--- src/hdl/tbip_pkg.sv ---
// Overview of operation
// Pin level register is read-only, writes ignored
// Bit 1 second pin, bit 0 first pin
// Bit pair decode: hiz, pull-down, pull-up, hiz
// Low control byte: reset zero, byte/word access
// High control byte: read/write, reset zero
// Each pin's termination chosen independently
// Reset leaves both pins high impedance
// Pin use follows oscillator mode field only
// Crystal mode hands both pins to oscillator
// External clock: first pin clock, second input
// Software sets hiz before crystal use
// Software should set hiz for clock input
// Crystal mode: oscillator drives second pin out
// Pin levels pass a two-stage synchroniser
package tbip_pkg;

    // ==========================================
    // Bus shape
    localparam int ADDR_W = 16;
    localparam int DATA_W = 16;
    localparam int BYTE_W = 8;
    localparam int PIN_COUNT = 2;

    // ==========================================
    // Register map
    localparam logic [15:0] ADDR_PIN_LEVEL = 16'hf208;
    localparam logic [15:0] ADDR_TERM_LO = 16'hf20a;
    localparam logic [15:0] ADDR_TERM_HI = 16'hf20b;
    localparam logic [15:0] ADDR_LANE_STEP = 16'h0001;
    localparam logic [7:0] RST_TERM_LO = 8'h00;
    localparam logic [7:0] RST_TERM_HI = 8'h00;
    localparam logic [15:0] RST_RDATA = 16'h0000;
    localparam int LVL_FIRST_BIT = 0;
    localparam int LVL_SECOND_BIT = 1;

    // ==========================================
    // Termination codes, {high bit, low bit}
    localparam logic [1:0] TERM_HIZ = 2'h0;
    localparam logic [1:0] TERM_PD = 2'h1;
    localparam logic [1:0] TERM_PU = 2'h2;

    // ==========================================
    // Oscillator mode field codes
    localparam logic [1:0] OSC_MODE_XTAL = 2'h1;
    localparam logic [1:0] OSC_MODE_EXT = 2'h2;

    typedef enum logic [2:0] {
        OWN_PORT = 3'h1,
        OWN_XTAL = 3'h2,
        OWN_EXT = 3'h4
    } tbip_own_e;

    typedef struct packed {
        logic [15:0] addr;
        logic [15:0] wdata;
        logic word;
        logic wr;
        logic rd;
    } tbip_req_s;

    typedef struct packed {
        logic [7:0] term_lo;
        logic [7:0] term_hi;
        logic [15:0] rdata;
        tbip_own_e own;
        logic [1:0] pull_up;
        logic [1:0] pull_dn;
        logic osc_in_sel;
        logic osc_out_en;
    } tbip_state_s;

    // Only the mode field decides who owns the pins
    function automatic tbip_own_e own_of(input logic [1:0] mode);
        if (mode == OSC_MODE_XTAL) begin
            return OWN_XTAL;
        end else if (mode == OSC_MODE_EXT) begin
            return OWN_EXT;
        end
        return OWN_PORT;
    endfunction

endpackage

--- src/hdl/tbip_sync.sv ---
`timescale 1ns/1ns
`default_nettype none
module tbip_sync
    import tbip_pkg::*;
#(
    parameter int WIDTH = PIN_COUNT
) (
    // Clock and reset
    input wire logic core_clk,
    input wire logic sys_rst,
    // Levels
    input wire logic [WIDTH-1:0] async_in,
    output logic [WIDTH-1:0] sync_out
);

    typedef struct packed {
        logic [WIDTH-1:0] meta;
        logic [WIDTH-1:0] hold;
    } tbip_sync_s;

    tbip_sync_s st_r;
    tbip_sync_s st_nxt;

    // ==========================================
    // Two stages; first stage feeds only the second
    always_comb begin
        st_nxt = st_r;
        st_nxt.meta = async_in;
        st_nxt.hold = st_r.meta;
    end

    always_ff @(posedge core_clk) begin
        if (sys_rst) begin
            st_r <= '0;
        end else begin
            st_r <= st_nxt;
        end
    end

    assign sync_out = st_r.hold;

endmodule
`default_nettype wire

--- src/hdl/tbip_term_dec.sv ---
`timescale 1ns/1ns
`default_nettype none
module tbip_term_dec
    import tbip_pkg::*;
(
    // Control bits
    input wire logic term_hi,
    input wire logic term_lo,
    input wire logic osc_owned,
    // Resistor enables
    output logic pull_up,
    output logic pull_dn
);

    // ==========================================
    // Code 3 is high impedance like code 0
    always_comb begin
        pull_up = 1'b0;
        pull_dn = 1'b0;
        // Resistors off while oscillator owns the pin, no load on the crystal
        if (!osc_owned) begin
            pull_up = ({term_hi, term_lo} == TERM_PU);
            pull_dn = ({term_hi, term_lo} == TERM_PD);
        end
    end

endmodule
`default_nettype wire

--- src/hdl/tbip_top.sv ---
// Local design decision: the plain strobed port.
`timescale 1ns/1ns
`default_nettype none
module tbip_top
    import tbip_pkg::*;
(
    // Clock and reset
    input wire logic core_clk,
    input wire logic sys_rst,
    // Register port
    input wire logic [15:0] reg_addr,
    input wire logic [15:0] reg_wdata,
    input wire logic reg_word,
    input wire logic reg_wr,
    input wire logic reg_rd,
    output logic [15:0] reg_rdata,
    // Oscillator mode field and oscillator side
    input wire logic [1:0] osc_mode,
    input wire logic osc_drive,
    output logic osc_in_sel,
    output logic osc_out_en,
    // First pin, input only
    input wire logic first_pin_in,
    // Second pin, two-way
    input wire logic second_pin_in,
    output logic second_pin_out,
    output logic second_pin_oe,
    // Termination resistors, bit 0 first pin
    output logic [1:0] pin_pull_up,
    output logic [1:0] pin_pull_dn
);

    tbip_state_s st_r;
    tbip_state_s st_nxt;
    tbip_req_s req;
    tbip_own_e own_nxt;
    logic [1:0] pin_raw;
    logic [1:0] pin_lvl;
    logic [1:0] lvl_masked;
    logic [1:0] dec_up;
    logic [1:0] dec_dn;
    logic [1:0] osc_owned;

    assign req = '{addr: reg_addr, wdata: reg_wdata, word: reg_word, wr: reg_wr, rd: reg_rd};
    assign pin_raw = {second_pin_in, first_pin_in};

    // ==========================================
    // Pin sampling
    // Synchronised pin levels
    tbip_sync #(
        .WIDTH(PIN_COUNT)
    ) u_sync (
        .core_clk(core_clk),
        .sys_rst(sys_rst),
        .async_in(pin_raw),
        .sync_out(pin_lvl)
    );

    // ==========================================
    // Pin ownership
    // Mode field only
    assign own_nxt = own_of(osc_mode);

    // Oscillator claims pins
    assign osc_owned[LVL_FIRST_BIT] = (own_nxt != OWN_PORT);
    assign osc_owned[LVL_SECOND_BIT] = (own_nxt == OWN_XTAL);

    // A pin owned by the oscillator reads low; its level means nothing to software
    always_comb begin
        lvl_masked = pin_lvl;
        if (st_r.own != OWN_PORT) begin
            lvl_masked[LVL_FIRST_BIT] = 1'b0;
        end
        if (st_r.own == OWN_XTAL) begin
            lvl_masked[LVL_SECOND_BIT] = 1'b0;
        end
    end

    // ==========================================
    // Termination decode
    // One decoder per pin
    genvar gi;
    generate
        for (gi = 0; gi < PIN_COUNT; gi++) begin : g_term
            // Bit pair decode
            tbip_term_dec u_dec (
                .term_hi(st_r.term_hi[gi]),
                .term_lo(st_r.term_lo[gi]),
                .osc_owned(osc_owned[gi]),
                .pull_up(dec_up[gi]),
                .pull_dn(dec_dn[gi])
            );
        end
    endgenerate

    // ==========================================
    // Register access helpers
    function automatic logic [7:0] read_byte(
        input logic [15:0] a,
        input logic [7:0] lo,
        input logic [7:0] hi,
        input logic [1:0] lvl
    );
        logic [7:0] d;
        d = 8'h00;
        // Level bits
        if (a == ADDR_PIN_LEVEL) begin
            d[LVL_FIRST_BIT] = lvl[LVL_FIRST_BIT];
            d[LVL_SECOND_BIT] = lvl[LVL_SECOND_BIT];
        end else if (a == ADDR_TERM_LO) begin
            d = lo;
        end else if (a == ADDR_TERM_HI) begin
            d = hi;
        end
        return d;
    endfunction

    // ==========================================
    // Next state
    always_comb begin
        logic [15:0] hi_addr;
        logic [7:0] lane_lo;
        logic [7:0] lane_hi;
        hi_addr = 16'(req.addr + ADDR_LANE_STEP);
        lane_lo = req.wdata[7:0];
        lane_hi = req.wdata[15:8];
        st_nxt = st_r;

        // Level address has no write path
        if (req.wr) begin
            // Byte or word write
            if (req.addr == ADDR_TERM_LO) begin
                st_nxt.term_lo = lane_lo;
            end
            // High control byte
            if (req.addr == ADDR_TERM_HI) begin
                st_nxt.term_hi = lane_lo;
            end
            if (req.word && hi_addr == ADDR_TERM_HI) begin
                st_nxt.term_hi = lane_hi;
            end
        end

        // Read data stand one cycle only
        st_nxt.rdata = RST_RDATA;
        if (req.rd) begin
            st_nxt.rdata[7:0] = read_byte(req.addr, st_r.term_lo, st_r.term_hi, lvl_masked);
            if (req.word) begin
                st_nxt.rdata[15:8] = read_byte(hi_addr, st_r.term_lo, st_r.term_hi, lvl_masked);
            end
        end

        // Ownership state follows the mode field
        unique case (own_nxt)
            OWN_PORT: begin
                st_nxt.own = OWN_PORT;
                st_nxt.osc_in_sel = 1'b0;
                st_nxt.osc_out_en = 1'b0;
            end
            // Both pins to oscillator
            OWN_XTAL: begin
                st_nxt.own = OWN_XTAL;
                st_nxt.osc_in_sel = 1'b1;
                st_nxt.osc_out_en = 1'b1;
            end
            // Second pin stays an input
            OWN_EXT: begin
                st_nxt.own = OWN_EXT;
                st_nxt.osc_in_sel = 1'b1;
                st_nxt.osc_out_en = 1'b0;
            end
        endcase

        st_nxt.pull_up = dec_up;
        st_nxt.pull_dn = dec_dn;
    end

    // ==========================================
    // State register
    always_ff @(posedge core_clk) begin
        // Reset to high impedance
        if (sys_rst) begin
            st_r.term_lo <= RST_TERM_LO;
            st_r.term_hi <= RST_TERM_HI;
            st_r.rdata <= RST_RDATA;
            st_r.own <= OWN_PORT;
            st_r.pull_up <= 2'h0;
            st_r.pull_dn <= 2'h0;
            st_r.osc_in_sel <= 1'b0;
            st_r.osc_out_en <= 1'b0;
        end else begin
            st_r <= st_nxt;
        end
    end

    // ==========================================
    // Outputs
    assign reg_rdata = st_r.rdata;
    assign osc_in_sel = st_r.osc_in_sel;
    assign osc_out_en = st_r.osc_out_en;
    assign pin_pull_up = st_r.pull_up;
    assign pin_pull_dn = st_r.pull_dn;
    // Oscillator drives second pin
    assign second_pin_oe = st_r.osc_out_en;
    // Oscillator output is not re-timed; a flop would halve its rate
    assign second_pin_out = st_r.osc_out_en & osc_drive;
endmodule
`default_nettype wire

--- config.mk ---
export PLATFORM = sky130hd
export DESIGN_NAME = tbip_top
export DESIGN_NICKNAME = d
export VERILOG_FILES = /design/src/hdl/tbip_pkg.sv /design/src/hdl/tbip_sync.sv /design/src/hdl/tbip_term_dec.sv /design/src/hdl/tbip_top.sv
export SDC_FILE = /design/constraint.sdc
export NUM_CORES = 1
export LEC_CHECK = 0
export BUFFER_PORTS_ARGS = -buffer_cell sky130_fd_sc_hd__clkbuf_2
export CAP_MARGIN = 15
export CORE_ASPECT_RATIO = 1.5
export CORE_UTILIZATION = 40
export CTS_BUF_LIST = sky130_fd_sc_hd__clkbuf_4
export DETAILED_ROUTE_END_ITERATION = 10
export PLACE_DENSITY = 0.66
export SETUP_SLACK_MARGIN = 0.5
export SYNTH_ARGS = -nofsm -noshare
export SYNTH_HDL_FRONTEND = slang
export SYNTH_HIERARCHICAL = 1
export SYNTH_SLANG_ARGS = --single-unit
--- constraint.sdc ---
create_clock -name core_clk -period 1.73 [get_ports core_clk]
set_input_delay 0.2595 -clock core_clk [delete_from_list [all_inputs] [get_ports core_clk]]
set_output_delay 0.2595 -clock core_clk [all_outputs]
set_load 0.05 [all_outputs]
# [After elaboration in Yosys (flattened, before gate mapping)]
# Index checks and enable logic that the tools add are counted.
[word_totals] register_bits=45 input_bits=42 out_inout_bits=24
[op_classes] addsub=1 eq_ne=18 n_mux=17 bitwise_logic=3 reduce_logical=10
[ops] cell="== test 16 bit, second input constant" n=6
[ops] cell="two-way mux 8 bit" n=6
[ops] cell="adder 16 x 1 -> 16 bit, second input constant" n=1
[ops] cell="two-way mux 3 bit" n=3
[ops] cell="one-hot mux 3 bit (3 select lines)" n=1
[ops] cell="== test 2 x 1 -> 1 bit, second input constant" n=3
[ops] cell="== test 2 bit, second input constant" n=3
[ops] cell="== test 3 x 2 -> 1 bit, second input constant" n=2
[ops] cell="!= test 3 x 1 -> 1 bit, second input constant" n=2
[ops] cell="one-hot mux 2 bit (3 select lines)" n=1
[ops] cell="OR reduction 2 bit" n=3
[ops] cell="OR reduction 3 bit" n=2
[ops] cell="two-way mux 1 bit" n=4
[ops] cell="two-way mux 2 bit" n=2
[ops] cell="AND reduction 2 bit" n=2
[ops] cell="OR reduction 4 bit" n=1
[ops] cell="== test 3 x 1 -> 1 bit, second input constant" n=1
[ops] cell="== test 3 bit, second input constant" n=1
[ops] cell="NOT 1 bit" n=2
[ops] cell="nonzero test 2 bit" n=1
[ops] cell="bitwise AND 1 bit" n=1
[ops] cell="logical AND 1 bit" n=1

# [Logic depth before layout (Yosys ltp)]
[logic_depth] ltp_word=6 depth_mapped=7

# [Modules after synthesis]
# The synthesis kept the hierarchy.
[modules_own_cells] module="tbip_top" instances=1 cells_per_inst=231 area_each_um2=1949.4 seq_area_each_um2=800.8
[modules_own_cells] module="tbip_sync" instances=1 cells_per_inst=8 area_each_um2=105.1 seq_area_each_um2=80.1
[modules_own_cells] module="tbip_term_dec" instances=2 cells_per_inst=2 area_each_um2=15.0 seq_area_each_um2=0.0

# [Worst setup path before layout]
# OpenSTA, ideal clock, no wires.
[synth_path] kind="in2reg" start="in reg_addr[1]" end="reg st_r[31] in the netlist's numbering" arrival_time_ps=1691 required_ps=1597 slack_ps=-93 cell_stages=7 cell_sequence="nand4_1 -> or3b_1 -> xor2_1 -> or4_1 -> clkbuf_1 -> o21ai_0 -> a31oi_1"
[synth_between] elab_chain_len=5 elab_cells_between_ends=7 cone_classes="1 x add/sub; 2 x eq/ne; 1 x mux; 3 x reduce/logical"
[synth_rtl] item="from (decl)" line_no="tbip_top.sv:11" rtl="input wire logic [15:0] reg_addr,"
[synth_rtl] item="adder 16 x 1 -> 16 bit" line_no="tbip_top.sv:124" rtl="hi_addr = 16'(req.addr + ADDR_LANE_STEP);"
[synth_rtl] item="== test 16 bit" line_no="tbip_top.sv:139" rtl="if (req.word && hi_addr == ADDR_TERM_HI) begin"
[synth_rtl] item="logical AND 1 bit" line_no="tbip_top.sv:139"
[synth_rtl] item="nonzero test 2 bit (no line)"
[synth_rtl] item="AND reduction 2 bit (no line)"
[synth_rtl] item="to (signal assigned)" line_no="tbip_top.sv:192" rtl="st_r <= st_nxt;"
[synth_rtl] item="to (decl)" line_no="tbip_top.sv:33" rtl="tbip_state_s st_r;"
# Several ways; a longest one is shown, not always the timed one.
# A chain may end at the register's enable or synchronous reset.

# [Worst setup path in the final report]
[layout_path] start="in reg_addr[6]" end="reg, netlist name st_r[26]"
[layout_between] elab_chain_len=5 elab_cells_between_ends=7 cone_classes="1 x add/sub; 2 x eq/ne; 1 x mux; 3 x reduce/logical"
[layout_rtl] item="adder 16 x 1 -> 16 bit" line_no="tbip_top.sv:124"
[layout_rtl] item="== test 16 bit" line_no="tbip_top.sv:139"
[layout_rtl] item="logical AND 1 bit" line_no="tbip_top.sv:139"
[layout_rtl] item="nonzero test 2 bit (no line)"
[layout_rtl] item="AND reduction 2 bit (no line)"
# Several ways; a longest one is shown, not always the timed one.

==> impl_metrics.json <==
{
  "yosysWarnings": 6,
  "place_ws_ps": -350,
  "h-tree-depth": 2,
  "placed_cell_area_mm2": 0.00250,
  "wirelength_um": 5450,
  "top_usage_layer": "met2",
  "cts_tree": "yes",
  "postSynth.asyncResetShare": 0,
  "syn_nets": 287,
  "crit_start": "reg_addr[6]",
  "synth_edf_count": 0,
  "vias": 2014,
  "worstHoldPathType": "in -> reg",
  "synth_ff_type": "dfxtp_1",
  "yosysTopAreaCellShare": 0.423,
  "layout_min_cycle_time_ps": 1610,
  "r2r-start": "st_r[7]$_SDFF_PP0_",
  "grt_pass1_wl_um": 8630,
  "gp_congestion": 0.799,
  "ys_seq_elements": 44,
  "p_per_area_mw_per_mm2": 645,
  "syn_inst": 243,
  "final_hold_viol_count": 0,
  "endpoint": "st_r[26]$_SDFFE_PP0P_",
  "cts_hold_buf": 0,
  "core_mm2": 0.00493,
  "grt_use_met1": 0.240,
  "antenna_cells": 0,
  "arrival_ps": 1870,
  "worst_pin_slew_ps": 427,
  "synth.distinct_cells": 36,
  "cap_violations": 0,
  "synthMuxAreaShare": 0.00480,
  "setup_viol": 0,
  "cts_sinks": 44,
  "syn_area_mm2": 0.00208,
  "clockRootBuffer": "clkbuf_4",
  "grt_max_degree": 28,
  "start_kind": "primary input",
  "io_pins": 66,
  "die_x_um": 60.9,
  "fmax_mhz": 623,
  "critPathRequiredTime_ps": 2000,
  "clock_skew_ps": 15.4,
  "finalCritPeriodShare": 0.928,
  "outcome": "finished clean",
  "rows": 31,
  "clock_latency_ps": 370,
  "p_leak_uw": 0.00121,
  "endpoint_kind": "flip-flop",
  "nNetsFinal": 355,
  "gr-total-overflow": 0,
  "wl_per_cell_um": 14.4,
  "synthTopCellsByCount": "dfxtp_1, buf_4, nor2_1",
  "synth_xor_area_frac": 0.0126,
  "path_max_fanout": 8,
  "area_delta_synth_final_pct": 41.7,
  "maxSlewViolCount": 0,
  "cts_buffers": 5,
  "drcViolationCount": 0,
  "synth-seq-area-share": 0.423,
  "use_met3": 0.0444,
  "rrSetupSlack_ps": 430,
  "netlist_top_cells_area": "dfxtp_1, buf_4, nor2b_1, a22oi_1, nand4_1",
  "ff2ff_path_depth": 4,
  "synthSimpleGateAreaFrac": 0.304,
  "grtUsageTotal": 0.206,
  "die_area_mm2": 0.00551,
  "cts_buffer_depth": 2,
  "dp_hpwl_um": 3720,
  "synth_top_family_by_area": "simple AND/OR/NAND/NOR gates",
  "rsz0062_at_grt": "yes",
  "final_cell_area_mm2": 0.00295,
  "syn_avg_cell_area_um2": 8.58,
  "grt_pass1_vias": 1943,
  "synth_most_common_cell": "dfxtp_1",
  "drive_gt1_frac": 0.433,
  "numPortBuffers": 65,
  "drt-initial-drc-count": 125,
  "antenna_left": 0,
  "critPathKind": "in -> reg",
  "viasPerCell": 5.33,
  "synth-adder-area-share": 0.0120,
  "ir_drop_mv": 0.541,
  "start_util": 0.423,
  "firstDrtPassIters": 5,
  "fillCellCount": 435,
  "path_clk_slew_ps": 150,
  "use_met2": 0.356,
  "fp.dieH_um": 90.4,
  "fin_ws_ps": 125,
  "antenna_found_initial": 0,
  "r2r_end": "reg_rdata[8]$_SDFF_PP0_",
  "yosysTopAreaCell": "dfxtp_1",
  "slew_headroom": 0.711,
  "synth-compound-area-share": 0.135
}
## final cells by class
cell class | count | area [um2] | area share
multi-input combinational | 160 | 1130 | 0.382
tap | 66 | 82.6 | 0.0280
timing repair buffer | 95 | 757 | 0.256
sequential | 44 | 885 | 0.299
clock buffer | 5 | 37.5 | 0.0127
clock inverter | 3 | 46.3 | 0.0157
inverter | 5 | 18.8 | 0.00635
## cell usage in the layout, fill, tap and decap left out, drive strengths merged
| cell | instances |
|---|---|
| xor2 | 2 |
| nand4 | 12 |
| nor2 | 20 |
| o31a | 1 |
| buf | 50 |
| a222oi | 2 |
| a2bb2oi | 1 |
| o21ai | 9 |
| nor4 | 1 |
| a22oi | 13 |
| nor3 | 3 |
| or2 | 2 |
| a21oi | 7 |
| nand3 | 11 |
| ha | 2 |
| bufinv | 1 |
| a31oi | 8 |
| a32oi | 1 |
| or3b | 1 |
| nand2b | 9 |
| dfxtp | 44 |
| clkbuf | 50 |
| mux2i | 1 |
| inv | 6 |
| and4b | 1 |
| clkinvlp | 1 |
| nand2 | 11 |
| nor4b | 1 |
| a21boi | 1 |
| nor4bb | 1 |
| nor3b | 6 |
| nor2b | 19 |
| and2 | 2 |
| and3 | 9 |
| or4 | 2 |
| xnor2 | 1 |
## cells by family (layout without fill, tap and decap cells)
kind of cell	after synthesis	count (layout)
XOR/XNOR	3	3
multiplexers	1	1
adder cells (fa/ha/maj)	2	2
flip-flops	44	44
AO/OA/AOI/OAI	43	43
AND/OR/NAND/NOR	111	111
buffers and inverters	39	108
## worst max-delay path, cell delays in order
cell and delay (ps):
buf_6 70, and3_4 170, or3b_4 410, xor2_4 170, or4_4 560, o21ai_0 120
a31oi_1 100
## where the power goes
| group | switching (uW) | internal, uW | total (uW) | leakage (uW) |
|---|---|---|---|---|
| Clock | 358 | 309 | 667 | 0.0000418 |
| Combinational | 107 | 103 | 210 | 0.000808 |
| Sequential | 4.41 | 1020 | 1030 | 0.000357 |
## routing by layer
metal,part of all wire,vias to the layer above
met5,0,-
met4,0.029,0
met3,0.044,14
met2,0.55,61
met1,0.38,965
li1,-,974
## worst min-delay path by stage
stage / slack, ps / endpoint / cells past startpoint / from
5_1_grt: 100 / st_r[39]$_SDFFE_PP0P_ / 3 / reg_wdata[6]
6_report: 90 / u_sync/st_nxt[0]$_SDFF_PP0_ / 2 / first_pin_in
3_3_place_gp: 410 / u_sync/sync_out[1]$_SDFF_PP0_ / 1 / u_sync/st_nxt[1]$_SDFF_PP0_
3_5_place_dp: 430 / u_sync/sync_out[0]$_SDFF_PP0_ / 1 / u_sync/st_nxt[0]$_SDFF_PP0_
2_1_floorplan: 330 / pin_pull_dn[0]$_SDFF_PP0_ / 1 / sys_rst
4_1_cts: 80 / u_sync/st_nxt[1]$_SDFF_PP0_ / 2 / second_pin_in
## metrics by stage
| step | hold WS [ps] | cells | util | total power (uW) | setup TNS [ps] |
|---|---|---|---|---|---|
| 6_report | 93.8 | 378 | 0.600 | 1900 | 0 |
| 5_1_grt | 96.6 | 378 | 0.600 | 1980 | 0 |
| 4_1_cts | 84.2 | 375 | 0.561 | 1900 | 0 |
| 3_5_place_dp | 429 | 363 | 0.507 | 1220 | -4360 |
| 3_3_place_gp | 415 | 363 | 0.507 | 1220 | -3880 |
| 2_1_floorplan | 331 | 243 | - | 1120 | -589 |
## what timing repair did
action | in CTS | in global routing
endpoints found under the hold margin | 0 | 0
setup endpoints to repair | 51 | 48
resized for setup | 45 | 60
pin swaps | 7 | 24
gates cloned | 1 | 0
buffers inserted | 3 | 3
## registers in the layout (all words and copies together), names as in the netlist
register and cells:
reg_rdata 16, pin_pull_dn 2, pin_pull_up 2, u_sync/st_nxt 2, osc_in_sel 1, st_r 19
u_sync/sync_out 2
No activity file was read; power rests on OpenSTA's default activity.
